## config.mk

```make
export PLATFORM = sky130hd
export DESIGN_NAME = irq_flag_bank
export DESIGN_NICKNAME = d
export VERILOG_FILES = /design/src/verilog/irq_bank_pkg.sv /design/src/verilog/irq_flag_bank.sv
export SDC_FILE = /design/constraint.sdc
export NUM_CORES = 1
export LEC_CHECK = 0
export ABC_AREA = 0
export ABC_CLOCK_PERIOD_IN_PS = 1200
export BUFFER_PORTS_ARGS = -buffer_cell sky130_fd_sc_hd__clkbuf_2
export CORE_ASPECT_RATIO = 1.75
export CORE_MARGIN = 8
export CORE_UTILIZATION = 40
export CTS_BUF_LIST = sky130_fd_sc_hd__clkbuf_8 sky130_fd_sc_hd__clkbuf_16
export CTS_CLUSTER_SIZE = 24
export DETAILED_ROUTE_END_ITERATION = 6
export PLACE_DENSITY_LB_ADDON = 0.15
export RECOVER_POWER = 100
export SLEW_MARGIN = 0
export SYNTH_ARGS = -nofsm -noshare
export SYNTH_HDL_FRONTEND = slang
export SYNTH_SLANG_ARGS = --single-unit
export TNS_END_PERCENT = 30
```

## constraint.sdc

```tcl
create_clock -name mclk_in -period 1.2 [get_ports mclk_in]
set_input_delay 0.18 -clock mclk_in [delete_from_list [all_inputs] [get_ports mclk_in]]
set_output_delay 0.18 -clock mclk_in [all_outputs]
set_load 0.005 [all_outputs]
```

## src/verilog/irq_bank_pkg.sv

```systemverilog
// Constants, field positions and carrier types of the interrupt flag bank
package irq_bank_pkg;

  localparam int DATA_W        = 16;
  localparam int ADDR_W        = 4;
  localparam int SLOT_W        = 3;
  localparam int NUM_FLAG_REGS = 7;

  localparam logic [DATA_W-1:0] REG_RESET = 16'h0000;
  localparam logic [DATA_W-1:0] BIT_ONE   = 16'h0001;

  // Register addresses, one 16-bit register per address
  localparam logic [ADDR_W-1:0] ADDR_IRQ_FLAGS_0   = 4'h0;
  localparam logic [ADDR_W-1:0] ADDR_IRQ_FLAGS_1   = 4'h1;
  localparam logic [ADDR_W-1:0] ADDR_IRQ_FLAGS_3   = 4'h3;
  localparam logic [ADDR_W-1:0] ADDR_IRQ_FLAGS_4   = 4'h4;
  localparam logic [ADDR_W-1:0] ADDR_IRQ_FLAGS_5   = 4'h5;
  localparam logic [ADDR_W-1:0] ADDR_IRQ_FLAGS_6   = 4'h6;
  localparam logic [ADDR_W-1:0] ADDR_IRQ_FLAGS_7   = 4'h7;
  localparam logic [ADDR_W-1:0] ADDR_IRQ_ENABLES_0 = 4'h8;
  localparam logic [ADDR_W-1:0] ADDR_EVT_STATUS    = 4'h9;
  localparam logic [ADDR_W-1:0] ADDR_EVT_MASK      = 4'ha;

  // Slots of the flag bank, in address order
  localparam logic [SLOT_W-1:0] SLOT_FLAGS_0 = 3'h0;
  localparam logic [SLOT_W-1:0] SLOT_FLAGS_1 = 3'h1;
  localparam logic [SLOT_W-1:0] SLOT_FLAGS_3 = 3'h2;
  localparam logic [SLOT_W-1:0] SLOT_FLAGS_4 = 3'h3;
  localparam logic [SLOT_W-1:0] SLOT_FLAGS_5 = 3'h4;
  localparam logic [SLOT_W-1:0] SLOT_FLAGS_6 = 3'h5;
  localparam logic [SLOT_W-1:0] SLOT_FLAGS_7 = 3'h6;

  // First flag register and first enable register share one layout
  localparam int ADC_COMPLETE_ENABLE_BIT = 13;
  localparam int SERIAL_TX_ENABLE_BIT    = 12;
  localparam int SERIAL_RX_ENABLE_BIT    = 11;
  localparam int SPI_EVENT_ENABLE_BIT    = 10;
  localparam int SPI_ERROR_ENABLE_BIT    = 9;
  localparam int TIMER3_IRQ_ENABLE_BIT   = 8;
  localparam int TIMER2_IRQ_ENABLE_BIT   = 7;
  localparam int COMPARE2_ENABLE_BIT     = 6;
  localparam int CAPTURE2_ENABLE_BIT     = 5;
  localparam int TIMER1_IRQ_ENABLE_BIT   = 3;
  localparam int COMPARE1_ENABLE_BIT     = 2;
  localparam int CAPTURE1_FLAG_BIT       = 1;
  localparam int EXT_PIN0_FLAG_BIT       = 0;

  localparam int EXT_PIN2_FLAG_BIT       = 13;
  localparam int EXT_PIN1_FLAG_BIT       = 4;
  localparam int PIN_CHANGE_FLAG_BIT     = 3;
  localparam int COMPARATOR1_FLAG_BIT    = 2;
  localparam int I2C_MASTER_FLAG_BIT     = 1;
  localparam int I2C_SLAVE_FLAG_BIT      = 0;
  localparam int PWM_SPECIAL_MATCH_BIT   = 9;
  localparam int SERIAL_ERROR_FLAG_BIT   = 1;
  localparam int PWM_GEN2_FLAG_BIT       = 15;
  localparam int PWM_GEN1_FLAG_BIT       = 14;
  localparam int ADC_PAIR1_DONE_BIT      = 15;
  localparam int ADC_PAIR0_DONE_BIT      = 14;
  localparam int COMPARATOR4_FLAG_BIT    = 9;
  localparam int COMPARATOR3_FLAG_BIT    = 8;
  localparam int COMPARATOR2_FLAG_BIT    = 7;
  localparam int PWM_GEN4_FLAG_BIT       = 1;
  localparam int PWM_GEN3_FLAG_BIT       = 0;
  localparam int ADC_PAIR_HIGH_DONE_BIT  = 4;

  // Implemented-bit masks; every other position is held at zero
  localparam logic [DATA_W-1:0] IMPL_FIRST = // [RULE1] [RULE9] [RULE10]
    (BIT_ONE << ADC_COMPLETE_ENABLE_BIT) | (BIT_ONE << SERIAL_TX_ENABLE_BIT) |
    (BIT_ONE << SERIAL_RX_ENABLE_BIT) | (BIT_ONE << SPI_EVENT_ENABLE_BIT) |
    (BIT_ONE << SPI_ERROR_ENABLE_BIT) | (BIT_ONE << TIMER3_IRQ_ENABLE_BIT) |
    (BIT_ONE << TIMER2_IRQ_ENABLE_BIT) | (BIT_ONE << COMPARE2_ENABLE_BIT) |
    (BIT_ONE << CAPTURE2_ENABLE_BIT) | (BIT_ONE << TIMER1_IRQ_ENABLE_BIT) |
    (BIT_ONE << COMPARE1_ENABLE_BIT) | (BIT_ONE << CAPTURE1_FLAG_BIT) |
    (BIT_ONE << EXT_PIN0_FLAG_BIT);
  localparam logic [DATA_W-1:0] IMPL_FLAGS_1 = // [RULE2] [RULE3]
    (BIT_ONE << EXT_PIN2_FLAG_BIT) | (BIT_ONE << EXT_PIN1_FLAG_BIT) |
    (BIT_ONE << PIN_CHANGE_FLAG_BIT) | (BIT_ONE << COMPARATOR1_FLAG_BIT) |
    (BIT_ONE << I2C_MASTER_FLAG_BIT) | (BIT_ONE << I2C_SLAVE_FLAG_BIT);
  localparam logic [DATA_W-1:0] IMPL_FLAGS_3 =
    BIT_ONE << PWM_SPECIAL_MATCH_BIT; // [RULE4]
  localparam logic [DATA_W-1:0] IMPL_FLAGS_4 =
    BIT_ONE << SERIAL_ERROR_FLAG_BIT; // [RULE5]
  localparam logic [DATA_W-1:0] IMPL_FLAGS_5 = // [RULE6]
    (BIT_ONE << PWM_GEN2_FLAG_BIT) | (BIT_ONE << PWM_GEN1_FLAG_BIT);
  localparam logic [DATA_W-1:0] IMPL_FLAGS_6 = // [RULE7]
    (BIT_ONE << ADC_PAIR1_DONE_BIT) | (BIT_ONE << ADC_PAIR0_DONE_BIT) |
    (BIT_ONE << COMPARATOR4_FLAG_BIT) | (BIT_ONE << COMPARATOR3_FLAG_BIT) |
    (BIT_ONE << COMPARATOR2_FLAG_BIT) | (BIT_ONE << PWM_GEN4_FLAG_BIT) |
    (BIT_ONE << PWM_GEN3_FLAG_BIT);
  localparam logic [DATA_W-1:0] IMPL_FLAGS_7 = // [RULE8]
    (BIT_ONE << (ADC_PAIR_HIGH_DONE_BIT + 1)) - BIT_ONE;

  typedef logic [NUM_FLAG_REGS-1:0][DATA_W-1:0] flag_bank_t;

  typedef struct packed {
    logic [ADDR_W-1:0] addr;
    logic [DATA_W-1:0] wdata;
    logic              wr;
    logic              rd;
  } bus_req_s;

  typedef struct packed {
    logic              hit;
    logic [SLOT_W-1:0] slot;
  } slot_hit_s;

  typedef struct packed {
    flag_bank_t               flags;
    logic [DATA_W-1:0]        enables;
    logic [NUM_FLAG_REGS-1:0] evt_status;
    logic [NUM_FLAG_REGS-1:0] evt_mask;
    logic [DATA_W-1:0]        rdata;
  } bank_state_s;

  localparam bank_state_s STATE_RESET = '0;

endpackage

```

## src/verilog/irq_flag_bank.sv

```systemverilog
// Interrupt flag and first enable register bank with event interrupt
//
// Chosen here: the strobed register port and the address map.
`timescale 1ns/10ps
//
// What this block does
// RULE1: Capture1 flag bit 1, pin0 flag bit 0
// RULE2: Pin2 flag bit 13; bits 15-14, 12-5 zero
// RULE3: Pin1, change, comparator1, I2C master/slave at 4..0
// RULE4: PWM special match flag bit 9, rest zero
// RULE5: Serial error flag bit 1, rest zero
// RULE6: PWM gen2 bit 15, gen1 bit 14
// RULE7: ADC pairs, comparators, PWM gens in sixth register
// RULE8: ADC pairs 6..2 done at bits 4..0
// RULE9: Enable bits 13..8: ADC, serial, SPI, timer3
// RULE10: Enable bits 7..0: timer2, compare, capture, pin0
// RULE11: Flag reads one once request occurred
// RULE12: Enable one permits, zero blocks request
// RULE13: Unimplemented bits ignore writes, read zero
// RULE14: Implemented bits read/write, reset to zero
// RULE15: Event sets flag until software writes zero
// RULE16: Request only while flag and enable set
module irq_flag_bank (
  input  wire logic                           mclk_in,
  input  wire logic                           srst_in,
  input  wire irq_bank_pkg::bus_req_s         bus_in,
  input  wire irq_bank_pkg::flag_bank_t       events_in,
  output logic [irq_bank_pkg::DATA_W-1:0]     rdata_out,
  output irq_bank_pkg::flag_bank_t            flags_out,
  output logic [irq_bank_pkg::DATA_W-1:0]     enables_out,
  output logic [irq_bank_pkg::DATA_W-1:0]     req_out,
  output logic                                irq_out
);
  import irq_bank_pkg::*;

  bank_state_s              st_q;
  bank_state_s              st_d;
  slot_hit_s                acc_hit;
  logic [NUM_FLAG_REGS-1:0] evt_grp;
  logic [DATA_W-1:0]        evt_bits;
  logic                     wr_flag;
  logic                     rd_status;

  function automatic logic [DATA_W-1:0] impl_mask(input logic [SLOT_W-1:0] s);
    case (s)
      SLOT_FLAGS_0: impl_mask = IMPL_FIRST;
      SLOT_FLAGS_1: impl_mask = IMPL_FLAGS_1;
      SLOT_FLAGS_3: impl_mask = IMPL_FLAGS_3;
      SLOT_FLAGS_4: impl_mask = IMPL_FLAGS_4;
      SLOT_FLAGS_5: impl_mask = IMPL_FLAGS_5;
      SLOT_FLAGS_6: impl_mask = IMPL_FLAGS_6;
      SLOT_FLAGS_7: impl_mask = IMPL_FLAGS_7;
      default:      impl_mask = REG_RESET;
    endcase
  endfunction

  function automatic slot_hit_s addr_to_slot(input logic [ADDR_W-1:0] a);
    addr_to_slot = '0;
    addr_to_slot.hit = 1'b1;
    case (a)
      ADDR_IRQ_FLAGS_0: addr_to_slot.slot = SLOT_FLAGS_0;
      ADDR_IRQ_FLAGS_1: addr_to_slot.slot = SLOT_FLAGS_1;
      ADDR_IRQ_FLAGS_3: addr_to_slot.slot = SLOT_FLAGS_3;
      ADDR_IRQ_FLAGS_4: addr_to_slot.slot = SLOT_FLAGS_4;
      ADDR_IRQ_FLAGS_5: addr_to_slot.slot = SLOT_FLAGS_5;
      ADDR_IRQ_FLAGS_6: addr_to_slot.slot = SLOT_FLAGS_6;
      ADDR_IRQ_FLAGS_7: addr_to_slot.slot = SLOT_FLAGS_7;
      default:          addr_to_slot.hit  = 1'b0;
    endcase
  endfunction

  always_comb begin
    st_d      = st_q;
    acc_hit   = addr_to_slot(bus_in.addr);
    evt_grp   = '0;
    evt_bits  = REG_RESET;
    wr_flag   = 1'b0;
    rd_status = bus_in.rd && (bus_in.addr == ADDR_EVT_STATUS);
    // Read data only stand in the cycle after the read strobe
    st_d.rdata = REG_RESET;

    for (int s = 0; s < NUM_FLAG_REGS; s++) begin
      wr_flag  = bus_in.wr && acc_hit.hit &&
                 (acc_hit.slot == SLOT_W'(s));
      evt_bits = events_in[s] & impl_mask(SLOT_W'(s)); // [RULE13]
      evt_grp[s] = |evt_bits;
      // Software write stores zeros and ones alike
      if (wr_flag) begin
        st_d.flags[s] = bus_in.wdata & impl_mask(SLOT_W'(s)); // [RULE14]
      end
      // Event ORed after the write, so a set never loses to a clear
      st_d.flags[s] = st_d.flags[s] | evt_bits; // [RULE15] [RULE11]
    end

    if (bus_in.wr && (bus_in.addr == ADDR_IRQ_ENABLES_0)) begin
      st_d.enables = bus_in.wdata & IMPL_FIRST; // [RULE9] [RULE10]
    end
    if (bus_in.wr && (bus_in.addr == ADDR_EVT_MASK)) begin
      st_d.evt_mask = bus_in.wdata[NUM_FLAG_REGS-1:0];
    end

    // Read clears the sticky status; a same-cycle event still lands
    if (rd_status) begin
      st_d.evt_status = '0;
    end
    st_d.evt_status = st_d.evt_status | evt_grp;

    if (bus_in.rd) begin
      if (acc_hit.hit) begin
        st_d.rdata = st_q.flags[acc_hit.slot]; // [RULE11]
      end else begin
        case (bus_in.addr)
          ADDR_IRQ_ENABLES_0: begin
            st_d.rdata = st_q.enables;
          end
          ADDR_EVT_STATUS: begin
            st_d.rdata = {{(DATA_W-NUM_FLAG_REGS){1'b0}}, st_q.evt_status};
          end
          ADDR_EVT_MASK: begin
            st_d.rdata = {{(DATA_W-NUM_FLAG_REGS){1'b0}}, st_q.evt_mask};
          end
          default: begin
            st_d.rdata = REG_RESET;
          end
        endcase
      end
    end
  end

  always_ff @(posedge mclk_in) begin
    if (srst_in) begin
      st_q <= STATE_RESET; // [RULE14]
    end else begin
      st_q <= st_d;
    end
  end

  assign rdata_out   = st_q.rdata;
  assign flags_out   = st_q.flags;
  assign enables_out = st_q.enables;
  // Only the first flag register has its enables here; the others leave
  // the block as raw flags and are gated by the enables kept elsewhere
  assign req_out     = st_q.flags[SLOT_FLAGS_0] &
                       st_q.enables; // [RULE12] [RULE16]
  assign irq_out     = |(st_q.evt_status & st_q.evt_mask);

  logic [DATA_W-1:0] chk_first_evt;
  assign chk_first_evt = events_in[SLOT_FLAGS_0] & IMPL_FIRST;
endmodule

```

Yosys cells after proc, flatten, opt, wreduce, memory -nomap -nowiden
Cells that the tools add are included.
{ "totals": {"register_bits": 155, "latch_bits": 0, "ram_bits": 0, "rom_bits": 0, "wordCells": 87, "memories": 0} }
{ "op_classes": {"n_addsub": 0, "n_mul": 0, "div_mod_pow": 0, "magnitude_cmp": 1, "eq_ne": 15, "shift": 0, "n_mux": 21, "bitwise": 18, "reduce_logical": 21} }
{ "op_table": {"columns": ["op", "n"], "rows": [
  ["$mux 16", 16],
  ["$and 16x16->16", 7],
  ["$bmux 16 s3", 1],
  ["$pmux 14 s3", 1],
  ["$or 16x14->16", 2],
  ["$or 16x16->16", 2],
  ["$reduce_or 7->1", 3],
  ["$pmux 3 s6", 1],
  ["$and 16x14->16", 1],
  ["$eq 4x3->1 const B", 4],
  ["$or 16x10->16", 1],
  ["$or 16x2->16", 1],
  ["$or 16x5->16", 1],
  ["$reduce_or 13->1", 1],
  ["$eq 4x4->1 const B", 3],
  ["$logic_and 1x1->1", 11],
  ["$eq 3x3->1 const B", 3],
  ["$and 7x7->7", 1],
  ["$mux 7", 1],
  ["$or 7x7->7", 1],
  ["$eq 3x2->1 const B", 2],
  ["$reduce_or 6->1", 1],
  ["$reduce_or 5->1", 1],
  ["$eq 4x1->1 const B", 1],
  ["8 further kinds", 9]
]} }

Logic depth before layout (Yosys ltp)
{ "depth": {"word_depth": 9, "ltp_mapped": 7, "mapped_depth_nobuf": 4} }

Worst setup path after synthesis
Ideal clock, no wire load.
{ "synth_path": {"path_type": "input -> register", "startpoint": "input bus_in[18] (netlist bit)", "endpoint": "register st_q[16] (netlist bit)", "setup_time_ns": 0.128, "t_arrival_ns": 1.141, "setup_slack_ns": -0.069, "cell_stages": 6, "n_path_buf": 2, "path_cell_list": "buf_2 and2b_1 and3_1 buf_2 mux2i_1 nor2_1"} }
{ "synth_via": {"elab_chain_cells": 2} }
{ "synth_lines": {"columns": ["item", "line_no", "text"], "rows": [
  ["start: declaration", "irq_flag_bank.sv:26", "input wire irq_bank_pkg::bus_req_s bus_in,"],
  ["$eq 4x4->1", "irq_flag_bank.sv:98", "if (bus_in.wr && (bus_in.addr == ADDR_EVT_MASK)) begin"],
  ["$logic_and 1x1->1", "irq_flag_bank.sv:98", null],
  ["end signal: assignment", "irq_flag_bank.sv:134", "st_q <= st_d;"],
  ["end: declaration", "irq_flag_bank.sv:36", "bank_state_s st_q;"]
]} }
Every way passes these cells.
A chain may end at the register's enable or synchronous reset.

Worst setup path after layout
{ "layout_path": {"startpoint": "register st_q[21] (netlist bit)", "endpoint": "output irq_out"} }
{ "layout_via": {"elab_chain_cells": 2} }
{ "layout_lines": {"columns": ["item", "line_no", "text"], "rows": [
  ["$and 7x7->7", "irq_flag_bank.sv:145", "assign irq_out = |(st_q.evt_status & st_q.evt_mask);"],
  ["$reduce_or 7->1", "irq_flag_bank.sv:145", null],
  ["end: declaration", "irq_flag_bank.sv:32", "output logic irq_out"]
]} }
Every way passes these cells.

==> reports/metrics.yaml <==
timing:
  hold_slack_ns: 0.0636
  setup_tns_ns: -1.38
  maxSlewViolCount: 0
  skew_ns: 0.00594
  fin_crit_sh_pct: 136
  rsz0062_at_grt: "true"
  min_period_ns: 1.63
  fin_ws_ns: -0.427
  clock.fmax_mhz: 615
  setup_viol_count_final: 31
  hold_viol: 0
power:
  power_density_nw_per_um2: 1270
  p_leak_uw: 0.00267
  ir_worst_vdd_mv: 0.611
final_layout:
  final_util_pct: 46.3
  antennaDiodeCount: 0
  nets: 838
  layout-drive-gt1-share_pct: 27.7
  syn2layout_area_growth_pct: 14.4
  fin_cells: 844
clock_tree:
  clock_latency_ns: 0.34
  clock_sinks: 78
  cts_tree: "done"
  postCtsSetupBuffers: 0
  clock-root-buffer: "clkbuf_16"
  cts_buffer_depth: 2
  numCtsBuffers: 9
  htreeDepth: 3
  clkTransAtPathRegs_ns: 0.06
critical_path:
  path_class: "flip-flop to output port"
  crit_family: "compound AO/OA/AOI/OAI gates"
  reg2reg_from: "flags_out[1]$_SDFF_PP0_"
  crit_fanout: 2
  critical_path.startpoint: "st_q[21]$_SDFFE_PP0P_"
  crit_chain: "a222oi_1 > nand3_1 > clkbuf_2"
  rrSetupSlack_ns: -0.10
  cp.required_ns: 1.02
  cp-start-kind: "flip-flop"
  crit_arrival_ns: 1.45
  rr_endpoint: "rdata_out[1]$_SDFF_PP0_"
  cpMaxStageDelayCell: "a222oi_1"
  path_depth: 3
  end_kind: "output port"
  reg2regPathDepth: 4
  cp_num_buf_inv: 1
  critPathMaxStageDelay_ns: 0.42
  endpoint: "irq_out"
detailed_routing:
  drtAntennaViolNets: 0
  drt_wl_total_mm: 15.5
  vias: 4031
  via_per_inst: 4.78
  initialDrtViolationCount: 144
  drc_errors: 0
  first_pass_iters: 4
  drt-wirelength-per-cell_um: 18.3
global_route:
  antenna_found_initial: 0
  grt_pass1_vias: 4441
  grt_use_total_pct: 19.1
  grt_max_degree: 32
  grt_pass1_wl_mm: 23.7
  overflow: 0
placement:
  gp_congestion: 0.857
  place_ws_ns: -0.378
  portBuffers: 136
  post-dp-hpwl_mm: 13.0
  place_inst: 829
synthesis:
  mappedNetlistArea_um2: 4800
  ys_ff_latch: 78
  synth.avg_cell_area_um2: 8.25
  yosysSeqAreaShare_pct: 32.5
  ys_warn_count: 0
  synth_enable_flop_cells: 0
  syn_inst: 582
  async_reset_ff_share_pct: 0
  synth.distinct_cells: 53
  synthFlopType: "dfxtp_1"
outcome:
  failed_checks: "negative setup slack"
  status: "complete, but fails checks"
die:
  dieHeight_um: 161
  ioPinCount: 297
  std_cell_rows: 53
  dieArea_um2: 15900
  die_x_um: 98.8
  core_um2: 11900
  initial_core_util_pct: 40.4
worst_hold_path:
  min_path_type: "input pin to flip-flop"
  hp-start: "events_in[18]"
job:
  drv_cap: 0
## routing by layer
| layer | global-route usage, % | part of all wire (%) | vias up |
|---|---|---|---|
| met4 | 7.10 | 2.2 | 0 |
| met2 | 35.4 | 52 | 196 |
| li1 | - | - | 1963 |
| met1 | 19.9 | 39 | 1851 |
| met3 | 4.85 | 7.0 | 21 |
| met5 | 0 | 0 | - |
## layout by cell type (no fill, tap or decap), types with 7 or more instances in the layout
cell       instances
a21oi_1           45
nand3_1           10
nor2_1            26
clkbuf_1          42
conb_1            83
inv_1             40
a31oi_1           18
nand2_1           63
clkbuf_2         102
nor4_1             7
and2_1            11
dfxtp_1           76
buf_4             49
clkbuf_16          9
a22oi_1            7
mux2i_1           38
## area by class of cell
class	count	area [um2]
well taps	137	171
inverters	39	146
repair buffers	201	1110
flip-flops and latches	78	1570
clock inverters	6	110
multi-input cells	373	2150
clock buffers	10	239
fillers	1243	6380
## flip-flops by register name (all words and copies together), names as in the netlist
name / flops
enables_out: 13
flags_out: 35
rdata_out: 16
st_q: 14
## cells in the mapped netlist, drive strengths merged, types with 2 or more instances
cell type,n,area (um2)
a31oi,18,113
nand3,10,50.1
nor2,30,158
nand4,2,12.5
and3,5,31.3
nor2b,2,12.5
and2b,4,30.0
mux2,4,45.0
a222oi,2,20.0
a22o,5,43.8
and2,14,90.1
mux2i,38,380
clkbuf,10,48.8
nor3,4,25.0
o21ai,4,20.0
nor4,8,56.3
nand2b,3,18.8
a32oi,2,17.5
dfxtp,78,1560
a22oi,8,60.1
a32o,2,20.0
nand2,63,236
buf,164,1210
o221a,2,22.5
inv,39,146
a21oi,45,225
## per-stage QoR
| step | power, uW | instance area, um2 |
|---|---|---|
| after global placement | 3850 | 5200 |
| after CTS | 7030 | 5580 |
| after detailed placement | 3860 | 5200 |
| after global routing | 7220 | 5490 |
| final | 6950 | 5490 |
| after floorplan | 3640 | 5130 |
## timing repair
item	CTS	global route
endpoints found under the setup margin	8	19
gates cloned	0	0
resized for setup	11	20
hold buffers	0	0
pin swaps	4	4
## how the worst min path moves through the flow
stage	to	depth (start not counted)
final	flags_out[18]$_SDFF_PP0_	3
after floorplan	st_q[25]$_SDFF_PP0_	2
after detailed placement	flags_out[18]$_SDFF_PP0_	3
after global routing	flags_out[96]$_SDFF_PP0_	3
after global placement	st_q[26]$_SDFF_PP0_	3
after CTS	flags_out[18]$_SDFF_PP0_	3
## power breakdown
group / internal [uW] / switching (uW)
clock: 2080 / 1080
sequential: 2710 / 118
combinational: 406 / 548
total: 5200 / 1750
## cells by family (layout without fill, tap and decap cells)
kind of cell,after synthesis,after routing,share of synthesized area (%)
buffers and inverters,213,256,29.2
AO/OA/AOI/OAI,96,96,12.9
multiplexers,42,42,8.86
AND/OR/NAND/NOR,152,152,16.4
other,1,83,0.0781
flip-flops,78,78,32.5
## tightest hold or removal path, delay by kind of cell
| family | cells | cell delay (ns) |
|---|---|---|
| compound gates | 1 | 0.05 |
| buf+inv | 2 | 0.13 |
Note: power is estimated with default switching activity, not from simulation.
